===== src/logic/can_cfg.svh =====
// Summary of operation
// read request 0x04 answers 0x04, port count
// one full record follows per port
// 21-byte record: port, rate, format, ids
// bit rate limited to eight listed values
// format 0 standard, 1 extended identifiers
// detections per message limited 1 to 96
// inter-message gap in milliseconds, two bytes
// inter-cycle gap in milliseconds, two bytes
// write request 0x05, answer only 0x05
// record applies to port in byte 0
// host may send several tagged records
// invalid record leaves port settings unchanged
`ifndef CAN_CFG_SVH
`define CAN_CFG_SVH

`define FUNC_CODE      8'h45
`define SUB_READ       8'h04
`define SUB_WRITE      8'h05
`define REC_BYTES      21
`define REC_LAST_IDX   5'h14
`define OFF_PORT       0
`define OFF_RATE       1
`define OFF_FMT        5
`define OFF_TXID       6
`define OFF_RXID       10
`define OFF_MAXDET     14
`define OFF_RES        15
`define OFF_IMD        17
`define OFF_ICD        19
`define FMT_STD        8'h00
`define FMT_EXT        8'h01
`define MAXDET_MIN     8'h01
`define MAXDET_MAX     8'h60
`define RATE_10K       32'h0000_2710
`define RATE_20K       32'h0000_4E20
`define RATE_50K       32'h0000_C350
`define RATE_100K      32'h0001_86A0
`define RATE_125K      32'h0001_E848
`define RATE_250K      32'h0003_D090
`define RATE_500K      32'h0007_A120
`define RATE_1M        32'h000F_4240
`define RST_RATE       32'h000F_4240
`define RST_FMT        8'h00
`define RST_TXID       32'h0000_0750
`define RST_RXID       32'h0000_0740
`define RST_MAXDET     8'h60
`define RST_RES        16'h0001
`define RST_DELAY      16'h0000
`define MS_NS          1000000
`define CLK_PERIOD_NS  8
`define CYCLES_PER_MS  (`MS_NS / `CLK_PERIOD_NS)

`endif


===== src/logic/can_cfg_pkg.sv =====
`include "can_cfg.svh"
`default_nettype none
package can_cfg_pkg;
	typedef enum logic [2:0] {
		S_FUNC,
		S_SUB,
		S_REC,
		S_APPLY,
		S_DRAIN,
		S_TX
	} cmd_state_type;
	typedef logic [`REC_BYTES*8-1:0] record_type;
endpackage
`default_nettype wire


===== src/logic/record_checker.sv =====
`include "can_cfg.svh"
`default_nettype none
module record_checker
	import can_cfg_pkg::*;
(
	input  wire record_type rec,
	output logic            recOk
);
	logic [31:0] rate;
	logic [7:0]  fmt;
	logic [7:0]  maxDet;
	logic        rateOk;

	assign rate   = rec[8*`OFF_RATE +: 32];
	assign fmt    = rec[8*`OFF_FMT +: 8];
	assign maxDet = rec[8*`OFF_MAXDET +: 8];

	always_comb begin
		rateOk = 1'b0;
		case (rate)
			`RATE_10K, `RATE_20K, `RATE_50K, `RATE_100K,
			`RATE_125K, `RATE_250K, `RATE_500K, `RATE_1M: rateOk = 1'b1;
			default: rateOk = 1'b0;
		endcase
	end

	assign recOk = rateOk && (fmt == `FMT_STD || fmt == `FMT_EXT)
		&& maxDet >= `MAXDET_MIN && maxDet <= `MAXDET_MAX;
endmodule
`default_nettype wire


===== src/logic/gap_timer.sv =====
`include "can_cfg.svh"
`default_nettype none
module gap_timer (
	input  wire logic        sys_clk,
	input  wire logic        rst_b,
	input  wire logic        msTick,
	input  wire logic        start,
	input  wire logic [15:0] delayMs,
	output logic             busy
);
	logic [15:0] count_reg;

	// gap runs between delayMs-1 and delayMs ms since the tick is free running
	always_ff @(posedge sys_clk or negedge rst_b) begin
		if (!rst_b) begin
			count_reg <= 16'h0000;
			busy      <= 1'b0;
		end else if (start) begin
			count_reg <= delayMs;
			busy      <= (delayMs != 16'h0000);
		end else if (busy && msTick) begin
			count_reg <= count_reg - 16'h0001;
			if (count_reg == 16'h0001) begin
				busy <= 1'b0;
			end
		end
	end
endmodule
`default_nettype wire


===== src/logic/can_port_settings_cmd.sv =====
`include "can_cfg.svh"
`default_nettype none
module can_port_settings_cmd
	import can_cfg_pkg::*;
#(
	parameter int CAN_PORTS  = 1,
	parameter int MS_CYCLES  = `CYCLES_PER_MS
) (
	input  wire logic                        sys_clk,
	input  wire logic                        rst_b,
	input  wire logic [7:0]                  rxData,
	input  wire logic                        rxValid,
	input  wire logic                        rxLast,
	output logic                             rxReady,
	output logic [7:0]                       txData,
	output logic                             txValid,
	output logic                             txLast,
	input  wire logic                        txReady,
	input  wire logic [CAN_PORTS-1:0]        msgSent,
	input  wire logic [CAN_PORTS-1:0]        cycleDone,
	output logic [CAN_PORTS-1:0][31:0]       canBitRate,
	output logic [CAN_PORTS-1:0][7:0]        canFrameFormat,
	output logic [CAN_PORTS-1:0][31:0]       canTxBaseId,
	output logic [CAN_PORTS-1:0][31:0]       canRxBaseId,
	output logic [CAN_PORTS-1:0][7:0]        canMaxDetections,
	output logic [CAN_PORTS-1:0][15:0]       canDistRes,
	output logic [CAN_PORTS-1:0][15:0]       canMsgDelay,
	output logic [CAN_PORTS-1:0][15:0]       canCycleDelay,
	output logic [CAN_PORTS-1:0]             msgGapBusy,
	output logic [CAN_PORTS-1:0]             cycleGapBusy
);
	localparam int READ_LAST = 2 + `REC_BYTES * CAN_PORTS - 1;

	cmd_state_type state_reg;
	cmd_state_type state_next;
	record_type    recBuf_reg;
	record_type    txRec;
	logic [4:0]    recIdx_reg;
	logic          lastSeen_reg;
	logic [7:0]    sub_reg;
	logic [7:0]    subNow;
	logic          rxAccept;
	logic          txAccept;
	logic          recOk;
	logic [7:0]    recPort;
	logic [1:0]    txPhase_reg;
	logic [7:0]    txPort_reg;
	logic [4:0]    txOff_reg;
	logic [7:0]    nextPort;
	logic [4:0]    nextOff;
	logic [15:0]   txBytes_reg;
	logic [31:0]   msCnt_reg;
	logic          msTick;

	assign rxAccept = rxValid && rxReady;
	assign txAccept = txValid && txReady;
	assign recPort  = recBuf_reg[8*`OFF_PORT +: 8];
	assign subNow   = (state_reg == S_SUB) ? rxData : sub_reg;

	record_checker u_checker (
		.rec   (recBuf_reg),
		.recOk (recOk)
	);

	always_comb begin
		state_next = state_reg;
		case (state_reg)
			S_FUNC: begin
				if (rxAccept && !rxLast) begin
					state_next = (rxData == `FUNC_CODE) ? S_SUB : S_DRAIN;
				end
			end
			S_SUB: begin
				if (rxAccept) begin
					if (rxData == `SUB_READ || rxData == `SUB_WRITE) begin
						if (rxLast) begin
							state_next = S_TX;
						end else begin
							state_next = (rxData == `SUB_WRITE) ? S_REC : S_DRAIN;
						end
					end else begin
						state_next = rxLast ? S_FUNC : S_DRAIN;
					end
				end
			end
			S_REC: begin
				if (rxAccept) begin
					if (recIdx_reg == `REC_LAST_IDX) begin
						state_next = S_APPLY;
					end else if (rxLast) begin
						// a short trailing fragment is dropped, the write is still answered
						state_next = S_TX;
					end
				end
			end
			S_APPLY: begin
				state_next = lastSeen_reg ? S_TX : S_REC;
			end
			S_DRAIN: begin
				if (rxAccept && rxLast) begin
					state_next = (sub_reg == `SUB_READ || sub_reg == `SUB_WRITE) ? S_TX : S_FUNC;
				end
			end
			S_TX: begin
				if (txAccept && txLast) begin
					state_next = S_FUNC;
				end
			end
			default: state_next = S_FUNC;
		endcase
	end

	always_ff @(posedge sys_clk or negedge rst_b) begin
		if (!rst_b) begin
			state_reg <= S_FUNC;
			rxReady   <= 1'b0;
		end else begin
			state_reg <= state_next;
			// no input is taken while a record is applied or an answer is out
			rxReady   <= (state_next != S_APPLY) && (state_next != S_TX);
		end
	end

	always_ff @(posedge sys_clk or negedge rst_b) begin
		if (!rst_b) begin
			sub_reg <= 8'h00;
		end else if (rxAccept && state_reg == S_FUNC) begin
			sub_reg <= 8'h00;
		end else if (rxAccept && state_reg == S_SUB) begin
			sub_reg <= rxData;
		end
	end

	always_ff @(posedge sys_clk or negedge rst_b) begin
		if (!rst_b) begin
			recBuf_reg   <= '0;
			recIdx_reg   <= 5'h00;
			lastSeen_reg <= 1'b0;
		end else if (state_reg == S_SUB || state_reg == S_APPLY) begin
			recIdx_reg <= 5'h00;
		end else if (state_reg == S_REC && rxAccept) begin
			recBuf_reg[recIdx_reg*8 +: 8] <= rxData;
			recIdx_reg   <= recIdx_reg + 5'h01;
			lastSeen_reg <= rxLast;
		end
	end

	always_ff @(posedge sys_clk or negedge rst_b) begin
		if (!rst_b) begin
			msCnt_reg <= 32'h0000_0000;
			msTick    <= 1'b0;
		end else if (msCnt_reg == 32'(MS_CYCLES - 1)) begin
			msCnt_reg <= 32'h0000_0000;
			msTick    <= 1'b1;
		end else begin
			msCnt_reg <= msCnt_reg + 32'h0000_0001;
			msTick    <= 1'b0;
		end
	end

	for (genvar p = 0; p < CAN_PORTS; p++) begin : g_port
		always_ff @(posedge sys_clk or negedge rst_b) begin
			if (!rst_b) begin
				canBitRate[p]       <= `RST_RATE;
				canFrameFormat[p]   <= `RST_FMT;
				canTxBaseId[p]      <= `RST_TXID;
				canRxBaseId[p]      <= `RST_RXID;
				canMaxDetections[p] <= `RST_MAXDET;
				canDistRes[p]       <= `RST_RES;
				canMsgDelay[p]      <= `RST_DELAY;
				canCycleDelay[p]    <= `RST_DELAY;
			end else if (state_reg == S_APPLY && recOk && recPort == 8'(p)) begin
				canBitRate[p]       <= recBuf_reg[8*`OFF_RATE +: 32];
				canFrameFormat[p]   <= recBuf_reg[8*`OFF_FMT +: 8];
				canTxBaseId[p]      <= recBuf_reg[8*`OFF_TXID +: 32];
				canRxBaseId[p]      <= recBuf_reg[8*`OFF_RXID +: 32];
				canMaxDetections[p] <= recBuf_reg[8*`OFF_MAXDET +: 8];
				canDistRes[p]       <= recBuf_reg[8*`OFF_RES +: 16];
				canMsgDelay[p]      <= recBuf_reg[8*`OFF_IMD +: 16];
				canCycleDelay[p]    <= recBuf_reg[8*`OFF_ICD +: 16];
			end
		end

		gap_timer u_msgGap (
			.sys_clk (sys_clk),
			.rst_b   (rst_b),
			.msTick  (msTick),
			.start   (msgSent[p]),
			.delayMs (canMsgDelay[p]),
			.busy    (msgGapBusy[p])
		);

		gap_timer u_cycleGap (
			.sys_clk (sys_clk),
			.rst_b   (rst_b),
			.msTick  (msTick),
			.start   (cycleDone[p]),
			.delayMs (canCycleDelay[p]),
			.busy    (cycleGapBusy[p])
		);
	end

	// same byte layout on the way out as on the way in
	always_comb begin
		txRec = '0;
		for (int p = 0; p < CAN_PORTS; p++) begin
			if (nextPort == 8'(p)) begin
				txRec = {canCycleDelay[p], canMsgDelay[p], canDistRes[p],
					canMaxDetections[p], canRxBaseId[p], canTxBaseId[p],
					canFrameFormat[p], canBitRate[p], 8'(p)};
			end
		end
	end

	always_comb begin
		nextPort = 8'h00;
		nextOff  = 5'h00;
		if (txPhase_reg == 2'h2) begin
			if (txOff_reg == `REC_LAST_IDX) begin
				nextPort = txPort_reg + 8'h01;
			end else begin
				nextPort = txPort_reg;
				nextOff  = txOff_reg + 5'h01;
			end
		end
	end

	always_ff @(posedge sys_clk or negedge rst_b) begin
		if (!rst_b) begin
			txValid     <= 1'b0;
			txData      <= 8'h00;
			txLast      <= 1'b0;
			txPhase_reg <= 2'h0;
			txPort_reg  <= 8'h00;
			txOff_reg   <= 5'h00;
		end else if (state_reg != S_TX && state_next == S_TX) begin
			txValid     <= 1'b1;
			txData      <= subNow;
			txLast      <= (subNow == `SUB_WRITE);
			txPhase_reg <= 2'h0;
		end else if (txAccept) begin
			if (txLast) begin
				txValid <= 1'b0;
				txLast  <= 1'b0;
			end else if (txPhase_reg == 2'h0) begin
				txData      <= 8'(CAN_PORTS);
				txPhase_reg <= 2'h1;
			end else begin
				txData      <= txRec[nextOff*8 +: 8];
				txPort_reg  <= nextPort;
				txOff_reg   <= nextOff;
				txPhase_reg <= 2'h2;
				txLast      <= (nextPort == 8'(CAN_PORTS - 1)) && (nextOff == `REC_LAST_IDX);
			end
		end
	end

	always_ff @(posedge sys_clk or negedge rst_b) begin
		if (!rst_b) begin
			txBytes_reg <= 16'h0000;
		end else if (state_reg != S_TX) begin
			txBytes_reg <= 16'h0000;
		end else if (txAccept) begin
			txBytes_reg <= txBytes_reg + 16'h0001;
		end
	end

	logic [31:0] recRateView;
	assign recRateView = recBuf_reg[8*`OFF_RATE +: 32];
endmodule
`default_nettype wire


===== config.mk =====
export PLATFORM = sky130hd
export DESIGN_NAME = can_port_settings_cmd
export DESIGN_NICKNAME = d
export VERILOG_FILES = /design/src/logic/can_cfg_pkg.sv /design/src/logic/record_checker.sv /design/src/logic/gap_timer.sv /design/src/logic/can_port_settings_cmd.sv
export VERILOG_INCLUDE_DIRS = /design/src /design/src/logic
export SDC_FILE = /design/constraint.sdc
export NUM_CORES = 1
export LEC_CHECK = 0
export BUFFER_PORTS_ARGS = -buffer_cell sky130_fd_sc_hd__buf_2
export CORE_MARGIN = 2
export CORE_UTILIZATION = 40
export CTS_CLUSTER_SIZE = 30
export DETAILED_ROUTE_END_ITERATION = 16
export GPL_ROUTABILITY_DRIVEN = 0
export SYNTH_ARGS = -nofsm -noshare
export SYNTH_HDL_FRONTEND = slang
export SYNTH_SLANG_ARGS = --single-unit

===== constraint.sdc =====
create_clock -name sys_clk -period 3.8 [get_ports sys_clk]
set_input_delay 0.19 -clock sys_clk [delete_from_list [all_inputs] [get_ports sys_clk]]
set_output_delay 0.19 -clock sys_clk [all_outputs]
set_load 0.005 [all_outputs]

==> flow_summary.json <==
{
  "synth_fa_ha_area_share_pct": 0.6669,
  "required_ns": 4.25,
  "grt_pass1_wl_mm": 100.6,
  "grt_setup_unrepaired": "no",
  "cts-root-buf": "clkbuf_16",
  "clk_path_buf_depth": 3,
  "ys_types": 83,
  "final_area_um2": 23830,
  "largest_register_ffs": 168,
  "clk_pin_slew_ns": 0.06,
  "synthSimpleGateAreaFrac_pct": 14.06,
  "syn_nets": 1820,
  "initial_core_util_pct": 40.31,
  "synth_top_family_by_area": "multiplexers",
  "setup_tns_ns": 0,
  "cap_violations": 0,
  "ys_seq_area_share_pct": 53.22,
  "tightest_slew_ns": 1.137,
  "ys_top_cells_by_area": "dfrtp_1 51%, mux2_4 5.8%, mux2_2 5.3%, nand2_1 4.6%, o21ai_0 3.2%",
  "die_height_um": 231.2,
  "slew_viol_final": 0,
  "vdd_ir_drop_max_uv": 277.4,
  "path_class": "reg -> reg",
  "num_io_pins": 188,
  "postCtsSetupRepairBufs": 0,
  "final_nets": 2002,
  "fin_crit_sh_pct": 86.96,
  "power_frac_clock_pct": 49.0,
  "dpl.hpwl_mm": 47.62,
  "fp.dieW_um": 231.2,
  "syn_avg_cell_area_um2": 11.50,
  "drc": 0,
  "start_kind": "flop",
  "rows": 83,
  "power.switching_w": 0.002099,
  "synth_xor_area_share_pct": 3.140,
  "grt-ovfl-total": 0,
  "status": "finished, final reports clean",
  "antenna_left": 0,
  "antenna_cells": 0,
  "async_reset_ff_share_pct": 100.0,
  "critPathArrivalTime_ns": 3.75,
  "clk_latency_ns": 0.59,
  "viasPerCell": 5.733,
  "p_sw_share_pct": 22.15,
  "layout_min_cycle_time_ns": 3.304,
  "synth_seq_cells": 438,
  "synth_cells": 1794,
  "crit_fanout": 13,
  "hold_viol": 0,
  "hold_slack_ns": 0.02863,
  "grt.total_usage_pct": 25.14,
  "slew_headroom_pct": 23.59,
  "setup_viol": 0,
  "pwr-share-comb_pct": 1.8,
  "fin_util_pct": 46.55,
  "clock_skew_ns": 0.02330,
  "yosysWarnings": 0,
  "synth_compound_area_share_pct": 9.645,
  "num_vias": 15430,
  "drt_iter0_markers": 1291,
  "fmax_mhz": 302.6,
  "internal_power_w": 0.007377,
  "cellLeakagePower_nw": 11.03,
  "synth.top_cell.area_share_pct": 50.80,
  "r2r_slack_ns": 0.50,
  "yosysTopAreaCell": "dfrtp_1",
  "drive_above_1_share_pct": 26.89,
  "io_buffers": 187,
  "syn_area_um2": 20640,
  "totalWireLength_mm": 66.58,
  "first_global_vias": 15370,
  "synth_common_cells": "419 x dfrtp_1, 255 x nand2_1, 133 x o21ai_0",
  "synth-edff-count": 0,
  "grt_start_max_net_pins": 117,
  "muxShareOfSynthArea_pct": 15.73,
  "wl_per_cell_um": 24.73,
  "cts_tree": "built",
  "dieArea_um2": 53430,
  "placed_area_um2": 22230,
  "dr.pass1.iters": 6,
  "synthFlopType": "dfrtp_1",
  "antenna_found_initial": 1,
  "numCtsBuffers": 47,
  "yosysMostFrequentCell": "dfrtp_1",
  "fp.coreArea_um2": 51200,
  "power.density_nw_per_um2": 397.6,
  "area_growth_pct": 15.48,
  "cts_sinks": 438,
  "cp-end-kind": "flop",
  "ctsHtreeMaxLevel": 2,
  "hp-class": "in -> reg",
  "seqPwrFrac_pct": 49.2
}
cell type report:
type	instances	area [µm²]
multi-input cells	1224	8946
flip-flops and latches	438	10980
repair buffers	231	1379
well taps	680	850.8
inverters	34	127.6
clock inverters	18	192.7
clock buffers	67	1353
fillers	4714	27370
per-layer routing:
layer | routed length (µm) | up-vias | global-route usage (%)
li1 | - | 6828 | -
met1 | 28180 | 7797 | 34.32
met2 | 30230 | 650 | 38.43
met3 | 5571 | 155 | 6.398
met4 | 2585 | 2 | 9.859
met5 | 13 | - | 0
worst max-delay path: stages, from the launching register on:
cell	delay (ns)
dfrtp_1	0.51
inv_1	0.16
ha_1	0.26
nand2_1	0.08
or4_4	0.45
a32o_1	0.27
a211o_1	0.38
a31o_1	0.30
or2_0	0.40
o41ai_1	0.36
power groups by stage:
stage	clock network, W	registers, W	logic (W)
2_1_floorplan	0	0.00475	0.0000261
4_1_cts	0.00473	0.00466	0.000175
3_3_place_gp	0	0.00475	0.000168
6_report	0.00464	0.00466	0.000169
5_1_grt	0.00494	0.00466	0.000190
3_5_place_dp	0	0.00475	0.000170
cell usage in the layout (no fill, tap or decap), types with 6 or more instances in the layout:
master / count
a21oi_1: 22
a22o_1: 8
a311oi_1: 7
a31oi_1: 7
and2_1: 16
and3_1: 14
buf_12: 7
buf_2: 186
buf_4: 31
clkbuf_1: 11
clkbuf_16: 48
clkbuf_8: 8
clkinv_2: 9
dfrtp_1: 419
dfstp_2: 19
dlygate4sd3_1: 6
ha_1: 11
inv_1: 33
mux2_2: 98
mux2_4: 80
mux2i_1: 34
mux4_2: 24
nand2_1: 255
nand2b_1: 15
nand3_1: 46
nand4_1: 22
nor2_1: 86
nor2b_1: 30
nor3_1: 28
nor4_1: 36
o21ai_0: 133
o31ai_1: 55
o41ai_1: 21
xnor2_1: 45
xor2_1: 28
stage by stage:
stage               power (W)  cells  setup slack, ns
detailed placement   0.004919   2601           0.5929
global placement     0.004917   2601           0.6432
CTS                  0.009569   2692           0.5878
finish               0.009476   2692           0.4957
floorplan            0.004777   1794           0.7023
global route         0.009795   2692           0.3529
logic make-up after synthesis:
group | count (synthesis)
DFF | 438
AOI/OAI and AO/OA | 303
adders and majority gates | 11
buffers and inverters | 132
xor gates and xnor gates | 74
muxes | 240
and+or+nand+nor | 596
what timing repair did:
item                      in CTS  in global routing
hold endpoints to repair     108                  0
resized for setup              0                  0
hold buffers                   6                  0
worst paths after layout:
path,depth (start not counted),start,to
worst max register to register,9,recIdx_reg[0],txPort_reg[4]
min in group asynchronous,2,rst_b,g_port[0].u_msgGap.count_reg[4]
worst min-delay path,3,rxData[4],recBuf_reg[4]
worst min register to register,1,msCnt_reg[0],msCnt_reg[0]
worst max-delay path,9,recIdx_reg[0],txPort_reg[4]
max in group asynchronous,3,rst_b,canMaxDetections[5]
No activity file was read; power rests on OpenSTA's default activity.
